**src/core/tfc_defines.svh**
```systemverilog
// register offsets, field positions, reset values and function codes for the terminal function block
`ifndef TFC_DEFINES_SVH
`define TFC_DEFINES_SVH

`define TFC_ADR_SRC        6'h00
`define TFC_ADR_INFN_A     6'h04
`define TFC_ADR_INFN_B     6'h08
`define TFC_ADR_OFS        6'h0c
`define TFC_ADR_FMAX       6'h10
`define TFC_ADR_OUTCFG     6'h14
`define TFC_ADR_STATUS     6'h18

`define TFC_SRC_FSEL_LSB   0
`define TFC_SRC_RSEL_LSB   4
`define TFC_SRC_DIR_BIT    8
`define TFC_OUT_SEL11_LSB  0
`define TFC_OUT_SEL12_LSB  4
`define TFC_OUT_RSEL_LSB   8
`define TFC_OUT_POL_BIT    12
`define TFC_ST_FREQ_LSB    0
`define TFC_ST_FORCE_BIT   16
`define TFC_ST_ADD_BIT     17
`define TFC_ST_STOP_BIT    18
`define TFC_ST_RUN_BIT     19

`define TFC_RST_FSEL       3'h0
`define TFC_RST_RSEL       2'h2
`define TFC_RST_DIR        1'h0
`define TFC_RST_OFS        16'h0000
`define TFC_RST_FMAX       16'h1770
`define TFC_RST_SEL11      4'h0
`define TFC_RST_SEL12      4'h1
`define TFC_RST_RELAY_FN   4'h5
`define TFC_RST_RELAY_POL  1'h1

`define TFC_FN_ADD         8'h32
`define TFC_FN_FORCE       8'h33
`define TFC_SRC_TERMINAL_F 3'h1
`define TFC_SRC_TERMINAL_R 2'h1
`define TFC_NUM_FREQ_SRC   3'h5
`define TFC_NUM_OUT_FN     4'h9
`define TFC_RELAY_POL_INV  1'h1

`endif

```
**src/core/tfc_pkg.sv**
```systemverilog
// types shared by the terminal function block
package tfc_pkg;
    typedef enum logic [1:0] {
        TFC_FOLLOW   = 2'b00,
        TFC_STOPPING = 2'b01
    } tfc_state_t;

    typedef logic [15:0] tfc_freq_t;
    typedef logic [3:0]  tfc_fsel_t;
endpackage

```
**src/core/tfc_out_if.sv**
```systemverilog
// carrier between the control logic and the output function mapper
`timescale 1ns/1ns
interface tfc_out_if;
    import tfc_pkg::*;
    logic [8:0] func_sig;
    tfc_fsel_t  sel11;
    tfc_fsel_t  sel12;
    tfc_fsel_t  relay_fn;
    logic       relay_pol;
    logic [1:0] oc_on;
    logic       coil_on;

    modport ctrl (output func_sig, output sel11, output sel12, output relay_fn, output relay_pol,
                  input oc_on, input coil_on);
    modport map  (input func_sig, input sel11, input sel12, input relay_fn, input relay_pol,
                  output oc_on, output coil_on);
endinterface

```
**src/core/tfc_top.sv**
```systemverilog
// terminal function control: setpoint offset, forced terminal sources and output routing
// Functional notes
// - offset applied only while offset input on
// - direction setting picks add or subtract
// - input function code 50 is offset input
// - offset input off leaves setpoint untouched
// - offset works with any frequency source
// - code 51 forces both sources to terminals
// - release restores programmed source selections
// - change while running stops motor first
// - outputs assignable to two collectors, relay
// - relay defaults alarm, accepts any function
// - any of nine functions drives relay
// - polarity 01 energizes coil when off
// - defaults relay code 05, polarity 01
// - relay code 00 follows run signal
// - alarm still assignable to open collectors
`timescale 1ns/1ns
module tfc_top
    import tfc_pkg::*;
(
    input  wire logic             clk,
    input  wire logic             rst,
    input  wire logic             wb_cyc_i,
    input  wire logic             wb_stb_i,
    input  wire logic             wb_we_i,
    input  wire logic [5:0]       wb_adr_i,
    input  wire logic [3:0]       wb_sel_i,
    input  wire logic [31:0]      wb_dat_i,
    output logic      [31:0]      wb_dat_o,
    output logic                  wb_ack_o,
    input  wire logic [4:0]       term_in,
    input  wire logic [4:0][15:0] src_freq,
    input  wire logic [3:0]       run_req,
    input  wire logic             motor_running,
    input  wire logic [8:0]       out_func_sig,
    output logic      [15:0]      freq_cmd,
    output logic                  run_cmd,
    output logic                  force_active,
    output logic      [1:0]       oc_out_on,
    output logic                  relay_coil_on
);
    `include "tfc_defines.svh"

    tfc_out_if ob ();

    logic [4:0]  term_meta_r;
    logic [4:0]  term_sync_r;
    logic        ack_r;
    logic [31:0] dat_r;
    logic [2:0]  fsel_r;
    logic [1:0]  rsel_r;
    logic        dir_r;
    logic [4:0][7:0] infn_r;
    tfc_freq_t   ofs_r;
    tfc_freq_t   fmax_r;
    tfc_fsel_t   sel11_r;
    tfc_fsel_t   sel12_r;
    tfc_fsel_t   relay_fn_r;
    logic        relay_pol_r;
    tfc_state_t  state_r;
    logic        force_act_r;
    tfc_freq_t   freq_r;
    tfc_freq_t   freq_nxt;
    logic        run_r;
    logic        run_nxt;
    logic [1:0]  oc_r;
    logic        coil_r;
    logic        add_on;
    logic        force_req;
    logic [2:0]  eff_fsel;
    logic [1:0]  eff_rsel;
    tfc_freq_t   base_freq;
    logic        wr_hit;
    logic [31:0] rd_val;
    logic [31:0] wr_mrg;

    // true when any synchronised terminal programmed with this function code is on
    function automatic logic term_fn(input logic [4:0][7:0] codes, input logic [4:0] lvl,
                                     input logic [7:0] fn);
        term_fn = 1'b0;
        for (int i = 0; i < 5; i++) begin
            if (lvl[i] && codes[i] == fn) begin
                term_fn = 1'b1;
            end
        end
    endfunction

    // byte-lane merge for wishbone writes
    function automatic logic [31:0] merge(input logic [31:0] old, input logic [31:0] nw,
                                          input logic [3:0] sel);
        for (int b = 0; b < 4; b++) begin
            merge[b*8 +: 8] = sel[b] ? nw[b*8 +: 8] : old[b*8 +: 8];
        end
    endfunction

    // offset with saturation; the sum is one bit wider so the top cannot wrap, and subtraction stops at zero
    function automatic tfc_freq_t offset_clamp(input tfc_freq_t base, input tfc_freq_t ofs,
                                               input logic sub, input tfc_freq_t fmax);
        logic [16:0] sum;
        sum = 17'h00000;
        if (sub) begin
            if (ofs > base) begin
                offset_clamp = 16'h0000;
            end else begin
                offset_clamp = base - ofs;
            end
        end else begin
            sum = {1'b0, base} + {1'b0, ofs};
            offset_clamp = (sum > {1'b0, fmax}) ? fmax : sum[15:0];
        end
        if (offset_clamp > fmax) begin
            offset_clamp = fmax;
        end
    endfunction

    // terminals are pins from outside the clock domain
    always_ff @(posedge clk) begin
        if (rst) begin
            term_meta_r <= 5'h00;
            term_sync_r <= 5'h00;
        end else begin
            term_meta_r <= term_in;
            term_sync_r <= term_meta_r;
        end
    end

    // wishbone classic slave: one wait state, ack drops the cycle after it rises
    assign wr_hit = wb_cyc_i && wb_stb_i && !ack_r && wb_we_i;
    // the read mux already holds the addressed register's old contents, so one merge serves the source, offset and maximum registers
    assign wr_mrg = merge(rd_val, wb_dat_i, wb_sel_i);

    always_ff @(posedge clk) begin
        if (rst) begin
            ack_r <= 1'b0;
        end else begin
            ack_r <= wb_cyc_i && wb_stb_i && !ack_r;
        end
    end

    always_comb begin
        rd_val = 32'h00000000;
        case (wb_adr_i)
            `TFC_ADR_SRC: begin
                rd_val[`TFC_SRC_FSEL_LSB +: 3] = fsel_r;
                rd_val[`TFC_SRC_RSEL_LSB +: 2] = rsel_r;
                rd_val[`TFC_SRC_DIR_BIT]       = dir_r;
            end
            `TFC_ADR_INFN_A: rd_val = {infn_r[3], infn_r[2], infn_r[1], infn_r[0]};
            `TFC_ADR_INFN_B: rd_val[7:0] = infn_r[4];
            `TFC_ADR_OFS:    rd_val[15:0] = ofs_r;
            `TFC_ADR_FMAX:   rd_val[15:0] = fmax_r;
            `TFC_ADR_OUTCFG: begin
                rd_val[`TFC_OUT_SEL11_LSB +: 4] = sel11_r;
                rd_val[`TFC_OUT_SEL12_LSB +: 4] = sel12_r;
                rd_val[`TFC_OUT_RSEL_LSB +: 4]  = relay_fn_r;
                rd_val[`TFC_OUT_POL_BIT]        = relay_pol_r;
            end
            `TFC_ADR_STATUS: begin
                rd_val[`TFC_ST_FREQ_LSB +: 16] = freq_r;
                rd_val[`TFC_ST_FORCE_BIT]      = force_act_r;
                rd_val[`TFC_ST_ADD_BIT]        = add_on;
                rd_val[`TFC_ST_STOP_BIT]       = (state_r == TFC_STOPPING);
                rd_val[`TFC_ST_RUN_BIT]        = run_r;
            end
            default: rd_val = 32'h00000000;
        endcase
    end

    always_ff @(posedge clk) begin
        if (rst) begin
            dat_r <= 32'h00000000;
        end else if (wb_cyc_i && wb_stb_i && !ack_r && !wb_we_i) begin
            dat_r <= rd_val;
        end
    end

    always_ff @(posedge clk) begin
        if (rst) begin
            fsel_r <= `TFC_RST_FSEL;
            rsel_r <= `TFC_RST_RSEL;
            dir_r  <= `TFC_RST_DIR;
            infn_r <= '0;
            ofs_r  <= `TFC_RST_OFS;
            fmax_r <= `TFC_RST_FMAX;
        end else if (wr_hit) begin
            case (wb_adr_i)
                `TFC_ADR_SRC: begin
                    fsel_r <= wr_mrg[`TFC_SRC_FSEL_LSB +: 3];
                    rsel_r <= wr_mrg[`TFC_SRC_RSEL_LSB +: 2];
                    dir_r  <= wr_mrg[`TFC_SRC_DIR_BIT];
                end
                `TFC_ADR_INFN_A: begin
                    for (int b = 0; b < 4; b++) begin
                        if (wb_sel_i[b]) begin
                            infn_r[b] <= wb_dat_i[b*8 +: 8];
                        end
                    end
                end
                `TFC_ADR_INFN_B: begin
                    if (wb_sel_i[0]) begin
                        infn_r[4] <= wb_dat_i[7:0];
                    end
                end
                `TFC_ADR_OFS:  ofs_r  <= wr_mrg[15:0];
                `TFC_ADR_FMAX: fmax_r <= wr_mrg[15:0];
                default: ;
            endcase
        end
    end

    always_ff @(posedge clk) begin
        if (rst) begin
            sel11_r     <= `TFC_RST_SEL11;
            sel12_r     <= `TFC_RST_SEL12;
            relay_fn_r  <= `TFC_RST_RELAY_FN;
            relay_pol_r <= `TFC_RST_RELAY_POL;
        end else if (wr_hit && wb_adr_i == `TFC_ADR_OUTCFG) begin
            if (wb_sel_i[0]) begin
                sel11_r <= wb_dat_i[`TFC_OUT_SEL11_LSB +: 4];
                sel12_r <= wb_dat_i[`TFC_OUT_SEL12_LSB +: 4];
            end
            if (wb_sel_i[1]) begin
                relay_fn_r  <= wb_dat_i[`TFC_OUT_RSEL_LSB +: 4];
                relay_pol_r <= wb_dat_i[`TFC_OUT_POL_BIT];
            end
        end
    end

    assign add_on    = term_fn(infn_r, term_sync_r, `TFC_FN_ADD);
    assign force_req = term_fn(infn_r, term_sync_r, `TFC_FN_FORCE);

    // the force state only changes here, so sources never swap under a turning motor
    always_ff @(posedge clk) begin
        if (rst) begin
            state_r     <= TFC_FOLLOW;
            force_act_r <= 1'b0;
        end else begin
            case (state_r)
                TFC_FOLLOW: begin
                    if (force_req != force_act_r) begin
                        if (motor_running) begin
                            state_r <= TFC_STOPPING;
                        end else begin
                            force_act_r <= force_req;
                        end
                    end
                end
                TFC_STOPPING: begin
                    if (!motor_running) begin
                        force_act_r <= force_req;
                        state_r     <= TFC_FOLLOW;
                    end
                end
                default: state_r <= TFC_FOLLOW;
            endcase
        end
    end

    always_comb begin
        eff_fsel = force_act_r ? `TFC_SRC_TERMINAL_F : fsel_r;
        eff_rsel = force_act_r ? `TFC_SRC_TERMINAL_R : rsel_r;
        // selector codes past the five sources give a zero setpoint
        base_freq = (eff_fsel < `TFC_NUM_FREQ_SRC) ? src_freq[eff_fsel] : 16'h0000;
        if (add_on) begin
            freq_nxt = offset_clamp(base_freq, ofs_r, dir_r, fmax_r);
        end else begin
            freq_nxt = base_freq;
        end
        // run is withheld until the motor has stopped for a pending source change
        run_nxt = (state_r == TFC_FOLLOW) && (force_req == force_act_r) && run_req[eff_rsel];
    end

    always_ff @(posedge clk) begin
        if (rst) begin
            freq_r <= 16'h0000;
            run_r  <= 1'b0;
        end else begin
            freq_r <= freq_nxt;
            run_r  <= run_nxt;
        end
    end

    assign ob.func_sig  = out_func_sig;
    assign ob.sel11     = sel11_r;
    assign ob.sel12     = sel12_r;
    assign ob.relay_fn  = relay_fn_r;
    assign ob.relay_pol = relay_pol_r;

    tfc_out_map u_map (
        .o (ob.map)
    );

    // reset state: alarm off with inverted polarity, so the coil comes up energized
    always_ff @(posedge clk) begin
        if (rst) begin
            oc_r   <= 2'h0;
            coil_r <= `TFC_RST_RELAY_POL;
        end else begin
            oc_r   <= ob.oc_on;
            coil_r <= ob.coil_on;
        end
    end

    assign wb_ack_o      = ack_r;
    assign wb_dat_o      = dat_r;
    assign freq_cmd      = freq_r;
    assign run_cmd       = run_r;
    assign force_active  = force_act_r;
    assign oc_out_on     = oc_r;
    assign relay_coil_on = coil_r;
endmodule

```
**src/core/tfc_out_map.sv**
```systemverilog
// routes intelligent output functions to the two open-collector outputs and the relay coil
`timescale 1ns/1ns
module tfc_out_map
    import tfc_pkg::*;
(
    tfc_out_if.map o
);
    `include "tfc_defines.svh"

    // codes beyond the nine functions give an inactive signal, so an open collector stays off and the relay coil follows its polarity
    function automatic logic pick(input logic [8:0] sig, input tfc_fsel_t sel);
        pick = (sel < `TFC_NUM_OUT_FN) ? sig[sel] : 1'b0;
    endfunction

    logic relay_sig;

    always_comb begin
        o.oc_on[0] = pick(o.func_sig, o.sel11);
        o.oc_on[1] = pick(o.func_sig, o.sel12);
        relay_sig  = pick(o.func_sig, o.relay_fn);
        // inverted polarity keeps the coil energized while the signal is off
        o.coil_on  = (o.relay_pol == `TFC_RELAY_POL_INV) ? ~relay_sig : relay_sig;
    end
endmodule

```
**config.mk**
```make
export PLATFORM = sky130hd
export DESIGN_NAME = tfc_top
export DESIGN_NICKNAME = d
export VERILOG_FILES = /design/src/core/tfc_pkg.sv /design/src/core/tfc_out_if.sv /design/src/core/tfc_top.sv /design/src/core/tfc_out_map.sv
export VERILOG_INCLUDE_DIRS = /design/src /design/src/core
export SDC_FILE = /design/constraint.sdc
export NUM_CORES = 1
export LEC_CHECK = 0
export BUFFER_PORTS_ARGS = -buffer_cell sky130_fd_sc_hd__buf_2
export CAP_MARGIN = 10
export CORE_UTILIZATION = 60
export CTS_CLUSTER_SIZE = 16
export DETAILED_ROUTE_END_ITERATION = 6
export PLACE_DENSITY = 0.85
export SYNTH_ARGS = -nofsm -noshare
export SYNTH_HDL_FRONTEND = slang
export SYNTH_HIERARCHICAL = 1
export SYNTH_SLANG_ARGS = --single-unit
```
**constraint.sdc**
```tcl
create_clock -name clk -period 12.7 [get_ports clk]
set_clock_uncertainty 0.15 [all_clocks]
set_input_delay 1.27 -clock clk [delete_from_list [all_inputs] [get_ports clk]]
set_output_delay 1.27 -clock clk [all_outputs]
set_load 0.02 [all_outputs]
```
==> results.json <==
{
  "status": "finished with violations",
  "violations": "DRC",
  "dp_hpwl_um": 25700,
  "io-pin-count": 200,
  "pwr-share-comb_pct": 14.9,
  "netlist_top_cells_area": "dfxtp_1, mux2i_1, ha_1",
  "overflow": 0,
  "wl_per_cell_um": 19.7,
  "p_seq_share_pct": 42.7,
  "period_minus_slack_ns": 8.89,
  "area_delta_synth_final_pct": 15.5,
  "grt_pass1_wl_um": 52300,
  "max_cap_violations": 0,
  "synth_commonest_cells": "nor2_1, dfxtp_1, nand2_1, a21oi_1, mux2i_1",
  "dr.pass1.iters": 7,
  "start_kind": "flop",
  "first_iter_violations": 1176,
  "synthArstFlopShare_pct": 0,
  "crit_start": "fsel_r[1]",
  "top_layer_used": "met4",
  "tightest_slew_ns": 1.09,
  "finalWirelength_um": 33900,
  "rrSetupSlack_ns": 3.81,
  "cts_tree": "built",
  "reg2reg_to": "freq_cmd[7]",
  "via_per_inst": 6.39,
  "clock_sinks": 156,
  "clkTransAtPathRegs_ns": 0.07,
  "ctsResizeCount": 0,
  "worstSetupPathType": "flop to flop",
  "die_w_um": 134,
  "globalplace.congestion": 0.980,
  "fillers": 1338,
  "syn_nets": 1554,
  "hold_depth": 1,
  "switching_share_pct": 29.7,
  "grt_usage_pct": 37.6,
  "route.met3.wl_um": 3190,
  "fmax_ghz": 0.112,
  "syn-instance-count": 1342,
  "ys_seq_area_share_pct": 30.0,
  "p_leak_nw": 5.33,
  "synthFlopType": "dfxtp_1",
  "critPathMaxStageDelay_ns": 0.86,
  "core_area_mm2": 0.0168,
  "ff2ff_path_depth": 29,
  "clock_latency_ns": 0.43,
  "vias": 10986,
  "met1_length_um": 13600,
  "synth_cell_types": 81,
  "wl_met2_um": 15500,
  "min_period_over_period_pct": 70.0,
  "synth_area_leader_cell": "dfxtp_1",
  "grt_start_max_net_pins": 101,
  "postCtsSetupRepairBufs": 0,
  "drive_gt1_share_pct": 18.7,
  "row_count": 47,
  "start_util_pct": 62.1,
  "avgSynthCellArea_um2": 7.75,
  "ir_drop_mv": 0.102,
  "ctsLongestPathBuffers": 2,
  "drcViolationCount": 1,
  "relSlewSlack_pct": 27.1,
  "ant_nets": 0,
  "rsz0062_at_grt": "false",
  "ys_ff_latch": 156,
  "end_kind": "flop",
  "finalSetupViolCount": 0,
  "worstPathArrival_ns": 9.02,
  "antenna_found_initial": 2,
  "cts.htree.levels": 4,
  "cts_root_buffer": "clkbuf_16",
  "grt_pass1_vias": 10045,
  "finalHoldWorstSlack_ns": 0.288,
  "cp_slowest_cell": "a21oi_1",
  "r2r-start": "fsel_r[1]",
  "crit_required_ns": 12.83,
  "yosys_warnings": 6,
  "layout.nets": 1697,
  "hold_class": "flop to flop",
  "synth-edff-count": 0,
  "postCtsHoldBufs": 0,
  "die_h_um": 134,
  "fin_tns_setup_ns": 0,
  "portBuffers": 199,
  "internal-power_mw": 0.826,
  "synth.top_cell.area_share_pct": 30.0,
  "syn_area_mm2": 0.0104,
  "yosysMostFrequentCell": "nor2_1",
  "cp_max_fo": 29,
  "cts_buffers": 17,
  "crit_end": "freq_cmd[7]",
  "power_density_mw_per_mm2": 97.8,
  "die-area_mm2": 0.0179,
  "slew_viol_final": 0,
  "utilization_pct": 71.7,
  "finalHoldViolCount": 0,
  "switching_power_mw": 0.349,
  "clockPowerShare_pct": 42.4
}
power groups by stage:
stage | Sequential, mW | Clock [mW] | Combinational [mW]
after global routing | 0.502 | 0.517 | 0.189
after CTS | 0.502 | 0.496 | 0.171
final | 0.502 | 0.497 | 0.175
after global placement | 0.513 | 0 | 0.167
after detailed placement | 0.513 | 0 | 0.170
after floorplan | 0.518 | 0 | 0.104
layout by cell type (no fill, tap or decap), drive strengths merged, types with 8 or more instances in the layout:
cell type	instances
nor2b	36
and3	11
a311oi	8
mux2i	83
ha	64
o31ai	8
nor3	46
clkbuf	17
o211ai	23
a21oi	100
or3	12
buf	211
a221oi	14
nand4	8
inv	74
xnor2	19
nor4	13
a211oi	30
nand2b	14
a221o	11
o21ai	35
a22oi	8
nand2	136
nand3	36
dfxtp	156
o22ai	22
nor2	191
layer usage:
layer	track usage (%)	up-vias
met5	0	-
met1	48.0	5057
li1	-	5090
met2	60.8	697
met4	18.1	0
met3	7.50	142
worst max-delay path, delay by kind of cell, from the launching register on:
| family | cells | cell delay (ns) |
|---|---|---|
| AND/OR/NAND/NOR | 10 | 2.19 |
| flip-flops | 1 | 0.62 |
| AO/OA/AOI/OAI | 12 | 3.65 |
| adder cells (fa/ha/maj) | 3 | 1.03 |
| buffers and inverters | 4 | 1.07 |
cell families after synthesis:
logic type | Yosys count | synth area share [%]
AOI/OAI and AO/OA | 318 | 20.8
muxes | 94 | 9.72
xor gates and xnor gates | 23 | 1.94
and+or+nand+nor | 532 | 23.7
buffers and inverters | 153 | 5.74
adders and majority gates | 66 | 8.08
DFF | 156 | 30.0
how the worst min path moves through the flow:
| stage | slack (ns) | endpoint | start |
|---|---|---|---|
| 2_1_floorplan | 0.26 | term_sync_r[0] | term_meta_r[0] |
| 3_3_place_gp | 0.27 | term_sync_r[2] | term_meta_r[2] |
| 3_5_place_dp | 0.27 | term_sync_r[2] | term_meta_r[2] |
| 4_1_cts | 0.29 | term_sync_r[0] | term_meta_r[0] |
| 5_1_grt | 0.31 | term_sync_r[3] | term_meta_r[3] |
| 6_report | 0.29 | term_sync_r[2] | term_meta_r[2] |
per-stage QoR:
step | cells | setup WS [ns] | instance area (um2) | total power, mW
after global placement | 1685 | 4.18 | 11400 | 0.680
after floorplan | 1342 | 5.27 | 10400 | 0.622
after detailed placement | 1685 | 3.91 | 11400 | 0.683
after global routing | 1719 | 3.08 | 12000 | 1.21
final | 1719 | 3.81 | 12000 | 1.17
after CTS | 1717 | 3.99 | 12000 | 1.17
state kept, by name, summed over array words and instances (netlist names), 2 cells and up:
register,flops
infn_r,40
wb_dat_o,32
fmax_r,16
freq_cmd,16
ofs_r,16
term_meta_r,5
term_sync_r,5
ob.relay_fn,4
ob.sel11,4
ob.sel12,4
fsel_r,3
oc_out_on,2
rsel_r,2
cell type report:
type / instances / area [um2] / area share (%)
antenna: 1 / 2.50 / 0.0208
inverter: 66 / 248 / 2.06
timing repair buffer: 211 / 1090 / 9.09
tap: 220 / 275 / 2.29
sequential: 156 / 3120 / 26.0
clock buffer: 17 / 425 / 3.54
clock inverter: 15 / 150 / 1.25
multi-input combinational: 1033 / 6700 / 55.7
Power figures use the tool's default switching activity.
